### config.mk
export PLATFORM = sky130hd
export DESIGN_NAME = ldr_regs
export DESIGN_NICKNAME = d
export VERILOG_FILES = /design/src/ldr_pkg.sv /design/src/ldr_marker_check.sv /design/src/ldr_regs.sv
export SDC_FILE = /design/constraint.sdc
export NUM_CORES = 1
export LEC_CHECK = 0
export BUFFER_PORTS_ARGS = -buffer_cell sky130_fd_sc_hd__buf_2
export CAP_MARGIN = 20
export CELL_PAD_IN_SITES_DETAIL_PLACEMENT = 0
export CELL_PAD_IN_SITES_GLOBAL_PLACEMENT = 1
export CORE_ASPECT_RATIO = 0.9
export CORE_MARGIN = 10
export CORE_UTILIZATION = 38
export CTS_CLUSTER_DIAMETER = 200
export CTS_CLUSTER_SIZE = 16
export DETAILED_ROUTE_END_ITERATION = 16
export HOLD_SLACK_MARGIN = 0.12
export PLACE_DENSITY_LB_ADDON = 0.2
export RECOVER_POWER = 50
export SETUP_SLACK_MARGIN = 0.1
export SYNTH_ARGS = -nofsm -noshare
export SYNTH_HDL_FRONTEND = slang
export SYNTH_SLANG_ARGS = --single-unit
### constraint.sdc
create_clock -name clk -period 9.2 [get_ports clk]
set_input_delay 0.46 -clock clk [delete_from_list [all_inputs] [get_ports clk]]
set_output_delay 0.46 -clock clk [all_outputs]
set_load 0.03 [all_outputs]
### src/ldr_pkg.sv
package ldr_pkg;

  // ----------------------------------------------------------------
  // register offsets on the controller register port
  // ----------------------------------------------------------------
  localparam logic [4:0] ADDR_ERR_LOW = 5'h05;
  localparam logic [4:0] ADDR_ERR_HIGH = 5'h06;
  localparam logic [4:0] ADDR_PTR = 5'h07;
  localparam logic [4:0] ADDR_DATA = 5'h08;
  localparam logic [4:0] ADDR_TEST_A = 5'h09;
  localparam logic [4:0] ADDR_TEST_B = 5'h0A;

  // ----------------------------------------------------------------
  // sizes, fields and reset values
  // ----------------------------------------------------------------
  localparam int NUM_LINKS = 16;
  localparam int TEST_BITS = 6;
  localparam logic [7:0] RST_BYTE = 8'h00;
  localparam logic [5:0] RST_TEST = 6'h00;
  localparam logic [2:0] FRAME_LAST = 3'h6;
  localparam logic [3:0] PATTERN_LAST = 4'h8;
  localparam logic [3:0] WALK_LAST = 4'h7;
  localparam logic [7:0] WALK_ONE = 8'h01;

  // ----------------------------------------------------------------
  // access sequencer states
  // ----------------------------------------------------------------
  typedef enum logic [0:0] {
    LDR_IDLE,
    LDR_WAIT_DEV
  } ldr_state_t;

endpackage

### src/ldr_marker_check.sv
`timescale 1ns/1ps
// ------------------------------------------------------------------
// frame marker checker for one input link
// ------------------------------------------------------------------
module ldr_marker_check (
  input wire logic clk,
  input wire logic rst,
  input wire logic ce,
  input wire logic sample,
  input wire logic marker,
  input wire logic ref_marker,
  input wire logic synced,
  output logic marker_err,
  output logic align_err
);

  logic [2:0] phase;
  logic [2:0] ones;
  logic [2:0] next_ones;
  logic mis_seen;

  // ones seen so far in the current seven-sample window
  always_comb begin
    next_ones = ones;
    if (marker && ones != 3'h7) begin
      next_ones = ones + 3'h1;
    end
  end

  // free window before sync, same window after; a bad window raises
  // the flag until the next good one closes
  always_ff @(posedge clk or posedge rst) begin
    if (rst) begin
      phase <= 3'h0;
      ones <= 3'h0;
      marker_err <= 1'b0;
    end else if (ce && sample) begin
      if (phase == ldr_pkg::FRAME_LAST) begin
        phase <= 3'h0;
        ones <= 3'h0;
        marker_err <= (next_ones != 3'h1);
      end else begin
        phase <= phase + 3'h1;
        ones <= next_ones;
      end
    end
  end

  // once synced, every sample of a window must match the reference;
  // the verdict stands a whole window so a register read cannot miss it
  always_ff @(posedge clk or posedge rst) begin
    if (rst) begin
      mis_seen <= 1'b0;
      align_err <= 1'b0;
    end else if (ce && sample) begin
      if (phase == ldr_pkg::FRAME_LAST) begin
        mis_seen <= 1'b0;
        align_err <= mis_seen || (synced && (marker != ref_marker));
      end else begin
        mis_seen <= mis_seen || (synced && (marker != ref_marker));
      end
    end
  end

endmodule

### src/ldr_regs.sv
`timescale 1ns/1ps
// Overview of operation
// - two read-only link error registers, low/high
// - clock missing, off-frequency or unlocked flags error
// - bad frame marker before sync flags error
// - bad frame marker after sync flags error
// - frames misaligned with reference link flag error
// - latch enable holds error bits once set
// - display mode 14 shows live errors only
// - indirect registers blocked until all configured
// - indirect registers also need access enable set
// - pointer writes copied to all sixteen devices
// - data access hits pointer register, selected device
// - devices keep pointer across device-select changes
// - local registers one command, others indirect
// - test pattern: walking one, then link code
// - pattern repeats forever, start aligned all links
// - group a enable bit to link mapping
// - group b enable bits five to one mapping
// - display mode 13 shows per-link test enables
// - group b bit zero enables links 8, 9
// - latch enable is mode bit 0, reset off
// - access enable is mode bit 2, reset off
// - ready only once every device configured
module ldr_regs (
  input wire logic clk,
  input wire logic rst,
  input wire logic ce,
  // controller register port
  input wire logic [4:0] reg_addr,
  input wire logic reg_wr,
  input wire logic reg_rd,
  input wire logic [7:0] reg_wdata,
  output logic [7:0] reg_rdata,
  output logic reg_ack,
  // mode register bits and device select held elsewhere
  input wire logic latch_enable,
  input wire logic access_enable,
  input wire logic [3:0] device_select,
  input wire logic [15:0] device_done,
  output logic board_ready,
  // per input link status
  input wire logic [15:0] link_clk_missing,
  input wire logic [15:0] link_clk_out_of_range,
  input wire logic [15:0] link_dll_unlocked,
  input wire logic [15:0] link_sample,
  input wire logic [15:0] link_marker,
  input wire logic [15:0] link_synced,
  input wire logic ref_marker,
  // monitoring display feeds
  output logic [15:0] mon_link_error,
  output logic [15:0] mon_test_enable,
  // local bus to the sixteen devices
  output logic [3:0] lb_select,
  output logic [7:0] lb_pointer,
  output logic lb_pointer_wr,
  output logic [7:0] lb_wdata,
  output logic lb_wr,
  output logic lb_rd,
  input wire logic [7:0] lb_rdata,
  input wire logic lb_ack,
  // test pattern transmitter
  input wire logic [1:0] board_position,
  input wire logic pattern_step,
  output logic [15:0] test_pattern_enable,
  output logic [15:0][7:0] test_word
);

  // ----------------------------------------------------------------
  // link error detection
  // ----------------------------------------------------------------
  logic [15:0] marker_err;
  logic [15:0] align_err;
  logic [15:0] live_err;
  logic [15:0] link_err;

  // one window checker per input link
  genvar gi;
  generate
    for (gi = 0; gi < ldr_pkg::NUM_LINKS; gi++) begin : g_link
      ldr_marker_check u_check (
        .clk(clk),
        .rst(rst),
        .ce(ce),
        .sample(link_sample[gi]),
        .marker(link_marker[gi]),
        .ref_marker(ref_marker),
        .synced(link_synced[gi]),
        .marker_err(marker_err[gi]),
        .align_err(align_err[gi])
      );
    end
  endgenerate

  // any of the five critical conditions marks the link bad
  assign live_err = link_clk_missing | link_clk_out_of_range | link_dll_unlocked
                  | marker_err | align_err;

  // sticky while latching is on, live again once it is cleared
  always_ff @(posedge clk or posedge rst) begin
    if (rst) begin
      link_err <= 16'h0000;
    end else if (ce) begin
      if (latch_enable) begin
        link_err <= link_err | live_err;
      end else begin
        link_err <= live_err;
      end
    end
  end

  // display copy never sees the latch
  always_ff @(posedge clk or posedge rst) begin
    if (rst) begin
      mon_link_error <= 16'h0000;
    end else if (ce) begin
      mon_link_error <= live_err;
    end
  end

  // ----------------------------------------------------------------
  // configuration ready and indirect access gate
  // ----------------------------------------------------------------
  logic access_ok;

  // registered so a glitching done line cannot open the gate early
  always_ff @(posedge clk or posedge rst) begin
    if (rst) begin
      board_ready <= 1'b0;
    end else if (ce) begin
      board_ready <= &device_done;
    end
  end

  // both must hold; a blocked access is still answered
  assign access_ok = board_ready && access_enable;

  // ----------------------------------------------------------------
  // test enable registers and link mapping
  // ----------------------------------------------------------------
  // six stored enable bits per group
  logic [5:0] test_a;
  logic [5:0] test_b;
  ldr_pkg::ldr_state_t state;
  logic test_wr_ok;

  // a pending device access owns the port; writes then are dropped
  assign test_wr_ok = ce && reg_wr && state == ldr_pkg::LDR_IDLE;

  function automatic logic [7:0] ldr_expand(input logic [5:0] bits);
    ldr_expand = {bits[5], bits[5], bits[4], bits[3], bits[2], bits[1], bits[0], bits[0]};
  endfunction

  // only six bits are stored; upper two read as zero
  always_ff @(posedge clk or posedge rst) begin
    if (rst) begin
      test_a <= ldr_pkg::RST_TEST;
      test_b <= ldr_pkg::RST_TEST;
    end else if (test_wr_ok) begin
      if (reg_addr == ldr_pkg::ADDR_TEST_A) begin
        test_a <= reg_wdata[5:0];
      end
      if (reg_addr == ldr_pkg::ADDR_TEST_B) begin
        test_b <= reg_wdata[5:0];
      end
    end
  end

  // per-link enables, also shown on the display feed
  always_ff @(posedge clk or posedge rst) begin
    if (rst) begin
      test_pattern_enable <= 16'h0000;
      mon_test_enable <= 16'h0000;
    end else if (ce) begin
      test_pattern_enable <= {ldr_expand(test_b), ldr_expand(test_a)};
      mon_test_enable <= {ldr_expand(test_b), ldr_expand(test_a)};
    end
  end

  // ----------------------------------------------------------------
  // test pattern generator
  // ----------------------------------------------------------------
  // steps 0..7 walk the one, step 8 sends the link code
  logic [3:0] step;

  // one shared step counter keeps every link's pattern start aligned
  always_ff @(posedge clk or posedge rst) begin
    if (rst) begin
      step <= 4'h0;
    end else if (ce && pattern_step) begin
      if (step == ldr_pkg::PATTERN_LAST) begin
        step <= 4'h0;
      end else begin
        step <= step + 4'h1;
      end
    end
  end

  // walking one, then board position, group and link number
  generate
    for (gi = 0; gi < ldr_pkg::NUM_LINKS; gi++) begin : g_tx
      always_ff @(posedge clk or posedge rst) begin
        if (rst) begin
          test_word[gi] <= ldr_pkg::RST_BYTE;
        end else if (ce) begin
          if (!test_pattern_enable[gi]) begin
            test_word[gi] <= ldr_pkg::RST_BYTE;
          end else if (step <= ldr_pkg::WALK_LAST) begin
            test_word[gi] <= ldr_pkg::WALK_ONE << step[2:0];
          end else begin
            test_word[gi] <= {2'h0, board_position, 4'(gi)};
          end
        end
      end
    end
  endgenerate

  // ----------------------------------------------------------------
  // register port and indirect access sequencer
  // ----------------------------------------------------------------
  // local pointer copy and data window decode
  logic [7:0] pointer;
  logic data_sel;

  // the data window only opens while gated access is allowed
  assign data_sel = (reg_addr == ldr_pkg::ADDR_DATA) && access_ok;

  // pointer is local; every accepted write is broadcast at once
  always_ff @(posedge clk or posedge rst) begin
    if (rst) begin
      pointer <= ldr_pkg::RST_BYTE;
      lb_pointer <= ldr_pkg::RST_BYTE;
      lb_pointer_wr <= 1'b0;
    end else if (ce) begin
      lb_pointer_wr <= 1'b0;
      if (state == ldr_pkg::LDR_IDLE && reg_wr && reg_addr == ldr_pkg::ADDR_PTR && access_ok) begin
        pointer <= reg_wdata;
        lb_pointer <= reg_wdata;
        lb_pointer_wr <= 1'b1;
      end
    end
  end

  // device select follows the status/control field; pointer untouched
  always_ff @(posedge clk or posedge rst) begin
    if (rst) begin
      lb_select <= 4'h0;
    end else if (ce) begin
      lb_select <= device_select;
    end
  end

  // local registers answer next cycle; data access waits for device
  always_ff @(posedge clk or posedge rst) begin
    if (rst) begin
      state <= ldr_pkg::LDR_IDLE;
      reg_rdata <= ldr_pkg::RST_BYTE;
      reg_ack <= 1'b0;
      lb_wdata <= ldr_pkg::RST_BYTE;
      lb_wr <= 1'b0;
      lb_rd <= 1'b0;
    end else if (ce) begin
      reg_ack <= 1'b0;
      lb_wr <= 1'b0;
      lb_rd <= 1'b0;
      unique case (state)
        ldr_pkg::LDR_IDLE: begin
          // a write wins when both strobes are high
          if ((reg_rd || reg_wr) && data_sel) begin
            lb_wr <= reg_wr;
            lb_rd <= !reg_wr;
            lb_wdata <= reg_wdata;
            state <= ldr_pkg::LDR_WAIT_DEV;
          end else if (reg_rd || reg_wr) begin
            reg_ack <= 1'b1;
            reg_rdata <= ldr_pkg::RST_BYTE;
            if (reg_rd) begin
              unique case (reg_addr)
                ldr_pkg::ADDR_ERR_LOW: reg_rdata <= link_err[7:0];
                ldr_pkg::ADDR_ERR_HIGH: reg_rdata <= link_err[15:8];
                ldr_pkg::ADDR_PTR: reg_rdata <= access_ok ? pointer : ldr_pkg::RST_BYTE;
                ldr_pkg::ADDR_TEST_A: reg_rdata <= {2'h0, test_a};
                ldr_pkg::ADDR_TEST_B: reg_rdata <= {2'h0, test_b};
                default: reg_rdata <= ldr_pkg::RST_BYTE;
              endcase
            end
          end
        end
        ldr_pkg::LDR_WAIT_DEV: begin
          // the selected device must answer; no timeout is kept
          if (lb_ack) begin
            reg_rdata <= lb_rdata;
            reg_ack <= 1'b1;
            state <= ldr_pkg::LDR_IDLE;
          end
        end
      endcase
    end
  end

endmodule

==> results.md <==
* Status: finished with violations
* Failing checks: capacitance limit, slew limit
* Chip width at between 200 and 250 um
* Most common cell after layout, fill and taps aside: dfrtp_1
* Critical path class: in -> reg
* Global-route wire length before repair at 68,900 um
* H-tree levels at 1
* Core region area at between 30,000 and 40,000 sq um
* Vias in the first global route at between 10,000 and 15,000
* Die Y-Extent at 210 um
* Met1 GRT Util at 24.5%
* Top post-synthesis cells by area: dfrtp_1 (56%), o2bb2ai_1 (5.9%), mux2_2 (4.8%)
* Worst-path cell chain: clkbuf_1, clkbuf_1, clkinvlp_2, or4_1, mux2_4
* Root Driver: clkbuf_16
* Startpoint Class: input pin
* Final hold vios at 0
* Least-Margin Pin Slew at 2.52 ns
* Grt ovf at 0
* Pin count of the biggest net entering global routing at 165
* Clk_lat worst skew at 0.55 ns
* Max-slew violations at 90
* Via Count at 11,600
* IO Count at 358
* Mapped Area at 15,200 sq um
* Worst reg2reg setup slack at 6.80 ns
* Gr busiest metal: met2
* Cell class contributing the biggest share of worst-path delay: buffers and inverters
* GR Layer Usage met3 at under 10%
* Ys Warns at 0
* DP HPWL at ~33,000 um
* Syn nets at between 1,500 and 2,000
* Unrepaired setup endpoints after global routing: false
* CTS Buf Count at 25
* Comb pwr share at 28.1%
* Die area at 48,300 sq um
* Yosys cell types at 44
* Critical path arrival at approximately 5 ns
* DRC at 0
* Met2 GRT Util at 28.3%
* First DRT Iteration DRCs at 851
* CTS clock-pin slew for the worst setup and hold paths at 0.08 ns
* Layout Nets at roughly 1,900
* Critical path's most frequent cell: clkbuf_1
* PD cells at around 250 nW/um^2
* Yosys top cell area share at 55.8%
* DR pass1 iterations at 6
* Leakage at between 7 and 8 nW
* Clk sinks at ~340
* Sequential power share at 49.4%
* Final Power at 4.47 mW
* Setup tns final at 0 ns
* Register area share after synthesis at a little under three fifths
* Tcrit/Tclk final at 51.1%
* Row Count at slightly below 70
* Critical Path RT at 9.63 ns
* Initial antenna violation count at 3
* Syn Area/Cell at ~11 sq um
* Hold_buf cts at 5
* Routed len/inst at 20.0 um
* Leading area contributor after synthesis: dfrtp_1
* Relative slew slack at -68.3%
* Share of cells above drive strength 1 at roughly 16%
* GRT Util Overall at roughly 18%
* Port Buffers at 357
* Post-synthesis register bit count at 338
* Commonest non-fill, non-tap cells in the layout: dfrtp_1 (338), clkbuf_1 (208), nand2_1 (158)
* Starting Density at about two fifths
* Gpl congestion at 0.803
* Synthesis-to-finish area growth at 15.7%
* Peak Freq at 213 MHz
* Final setup vio count at 0
* Internal power at 2.83 mW
* Switching Fraction at 36.8%
* CTS tree: built
* Asr flop ratio synth at 100%
* Cells after Synth at roughly 1,400
* EDFF count, synth at 0
* Vias per inst at 5.23
* Clock Power Share at roughly 23%
* Max-Cap Viols at 2
* Max Buffers Root-to-Sink at 3
* Total Wirelength at 44,400 um
* Synth Flop Type: dfrtp_1
* Routed Antenna Nets at 0
* Buf/Inv on CP at 3
* Crit. End Element: flip-flop
* Final Skew at around 0.027 ns
* CP max FO at 51
* Post-CTS Setup Repair Bufs at 0
* Hold WC Path Type: in -> reg
* Resized cells post-CTS at 0
* Switching power at roughly 1.6 mW
* Slowest-stage cell, CP: clkbuf_1
* Fin crit period at 4.71 ns
* Peak supply drop at 0.143 mV
* Largest stage delay, worst path at 1.84 ns
layer usage:
metal / share of wire, % / vias up
met1: 46 / 5671
met2: 46 / 309
met4: 1.3 / 0
li1: - / 5558
met5: 0 / -
met3: 6.5 / 41
worst reg2reg max path, delay by kind of cell (launching register included):
| kind | cells | cell delay [ns] |
|---|---|---|
| flops | 1 | 0.48 |
| mux | 1 | 0.40 |
| simple gates | 3 | 1.40 |
power groups by stage:
stage / sequential (mW) / clock (mW) / combinational (mW)
global route: 2.27 / 1.10 / 1.41
global placement: 2.22 / 0 / 1.28
detailed placement: 2.23 / 0 / 1.30
finish: 2.21 / 1.01 / 1.26
floorplan: 2.31 / 0 / 0.819
CTS: 2.21 / 1.04 / 1.31
stage by stage:
step / util (%) / instance area (sq um) / setup WS, ns / std cells / hold WS (ns)
6_report: 44.5 / 17500 / 4.49 / 2215 / 0.154
5_1_grt: 44.5 / 17500 / 4.17 / 2213 / 0.138
4_1_cts: 45.1 / 17800 / 6.79 / 2213 / 0.126
3_5_place_dp: 43.4 / 17100 / 6.33 / 2181 / 0.465
3_3_place_gp: 43.4 / 17100 / 6.39 / 2181 / 0.451
2_1_floorplan: - / 15200 / 4.22 / 1388 / 0.438
sequential cells by signal (all words and copies together) (netlist names), 12 cells and up:
| signal | count |
|---|---|
| test_word | 100 |
| g_link.u_check.ones | 48 |
| g_link.u_check.phase | 48 |
| g_link.u_check.align_err | 16 |
| g_link.u_check.marker_err | 16 |
| g_link.u_check.mis_seen | 16 |
| link_err | 16 |
| mon_link_error | 16 |
| test_pattern_enable | 12 |
cell usage after synthesis, drive strengths merged, types with 6 or more instances:
cell type	instances
a211oi	14
a21oi	49
a221oi	12
a22o	32
a31oi	49
and2	32
and3	10
buf	61
clkbuf	43
dfrtp	338
ha	38
inv	28
mux2	72
nand2	158
nand2b	30
nand3b	12
nand4	6
nor2	107
nor2b	7
nor3	16
nor4	16
o21ai	99
o2bb2ai	102
o311ai	6
or4	17
xor2	16
cells by family after synthesis:
kind of cell | synth area share, %
compound gates | 16.8
xor+xnor | 0.924
fa+ha+maj | 3.13
buf+inv | 4.59
flops | 55.8
mux | 5.54
simple gates | 13.3
path summary, 6_finish.rpt:
path                                           from                          to  cells past startpoint
min                                    reg_wdata[6]     lb_wdata[6]$_DFFE_PP0P_                      2
min reg2reg                link_err[14]$_DFFE_PP0P_    link_err[14]$_DFFE_PP0P_                      2
max reg2reg                 board_ready$_DFFE_PP0P_     lb_wdata[5]$_DFFE_PP0P_                      4
max                                              ce     lb_wdata[5]$_DFFE_PP0P_                      5
max in group asynchronous                       rst  test_word[109]$_DFFE_PP0P_                      4
min in group asynchronous                       rst  test_word[101]$_DFFE_PP0P_                      3
final cells by class:
cell class,count,area [sq um]
multi-input cells,918,6020
inverters,28,108
repair buffers,370,1640
flip-flops and latches,338,8460
fillers,3886,21900
well taps,532,666
clock inverters,2,25.0
clock buffers,25,626
diodes,2,5.00
(Power assumes the default switching activity.)
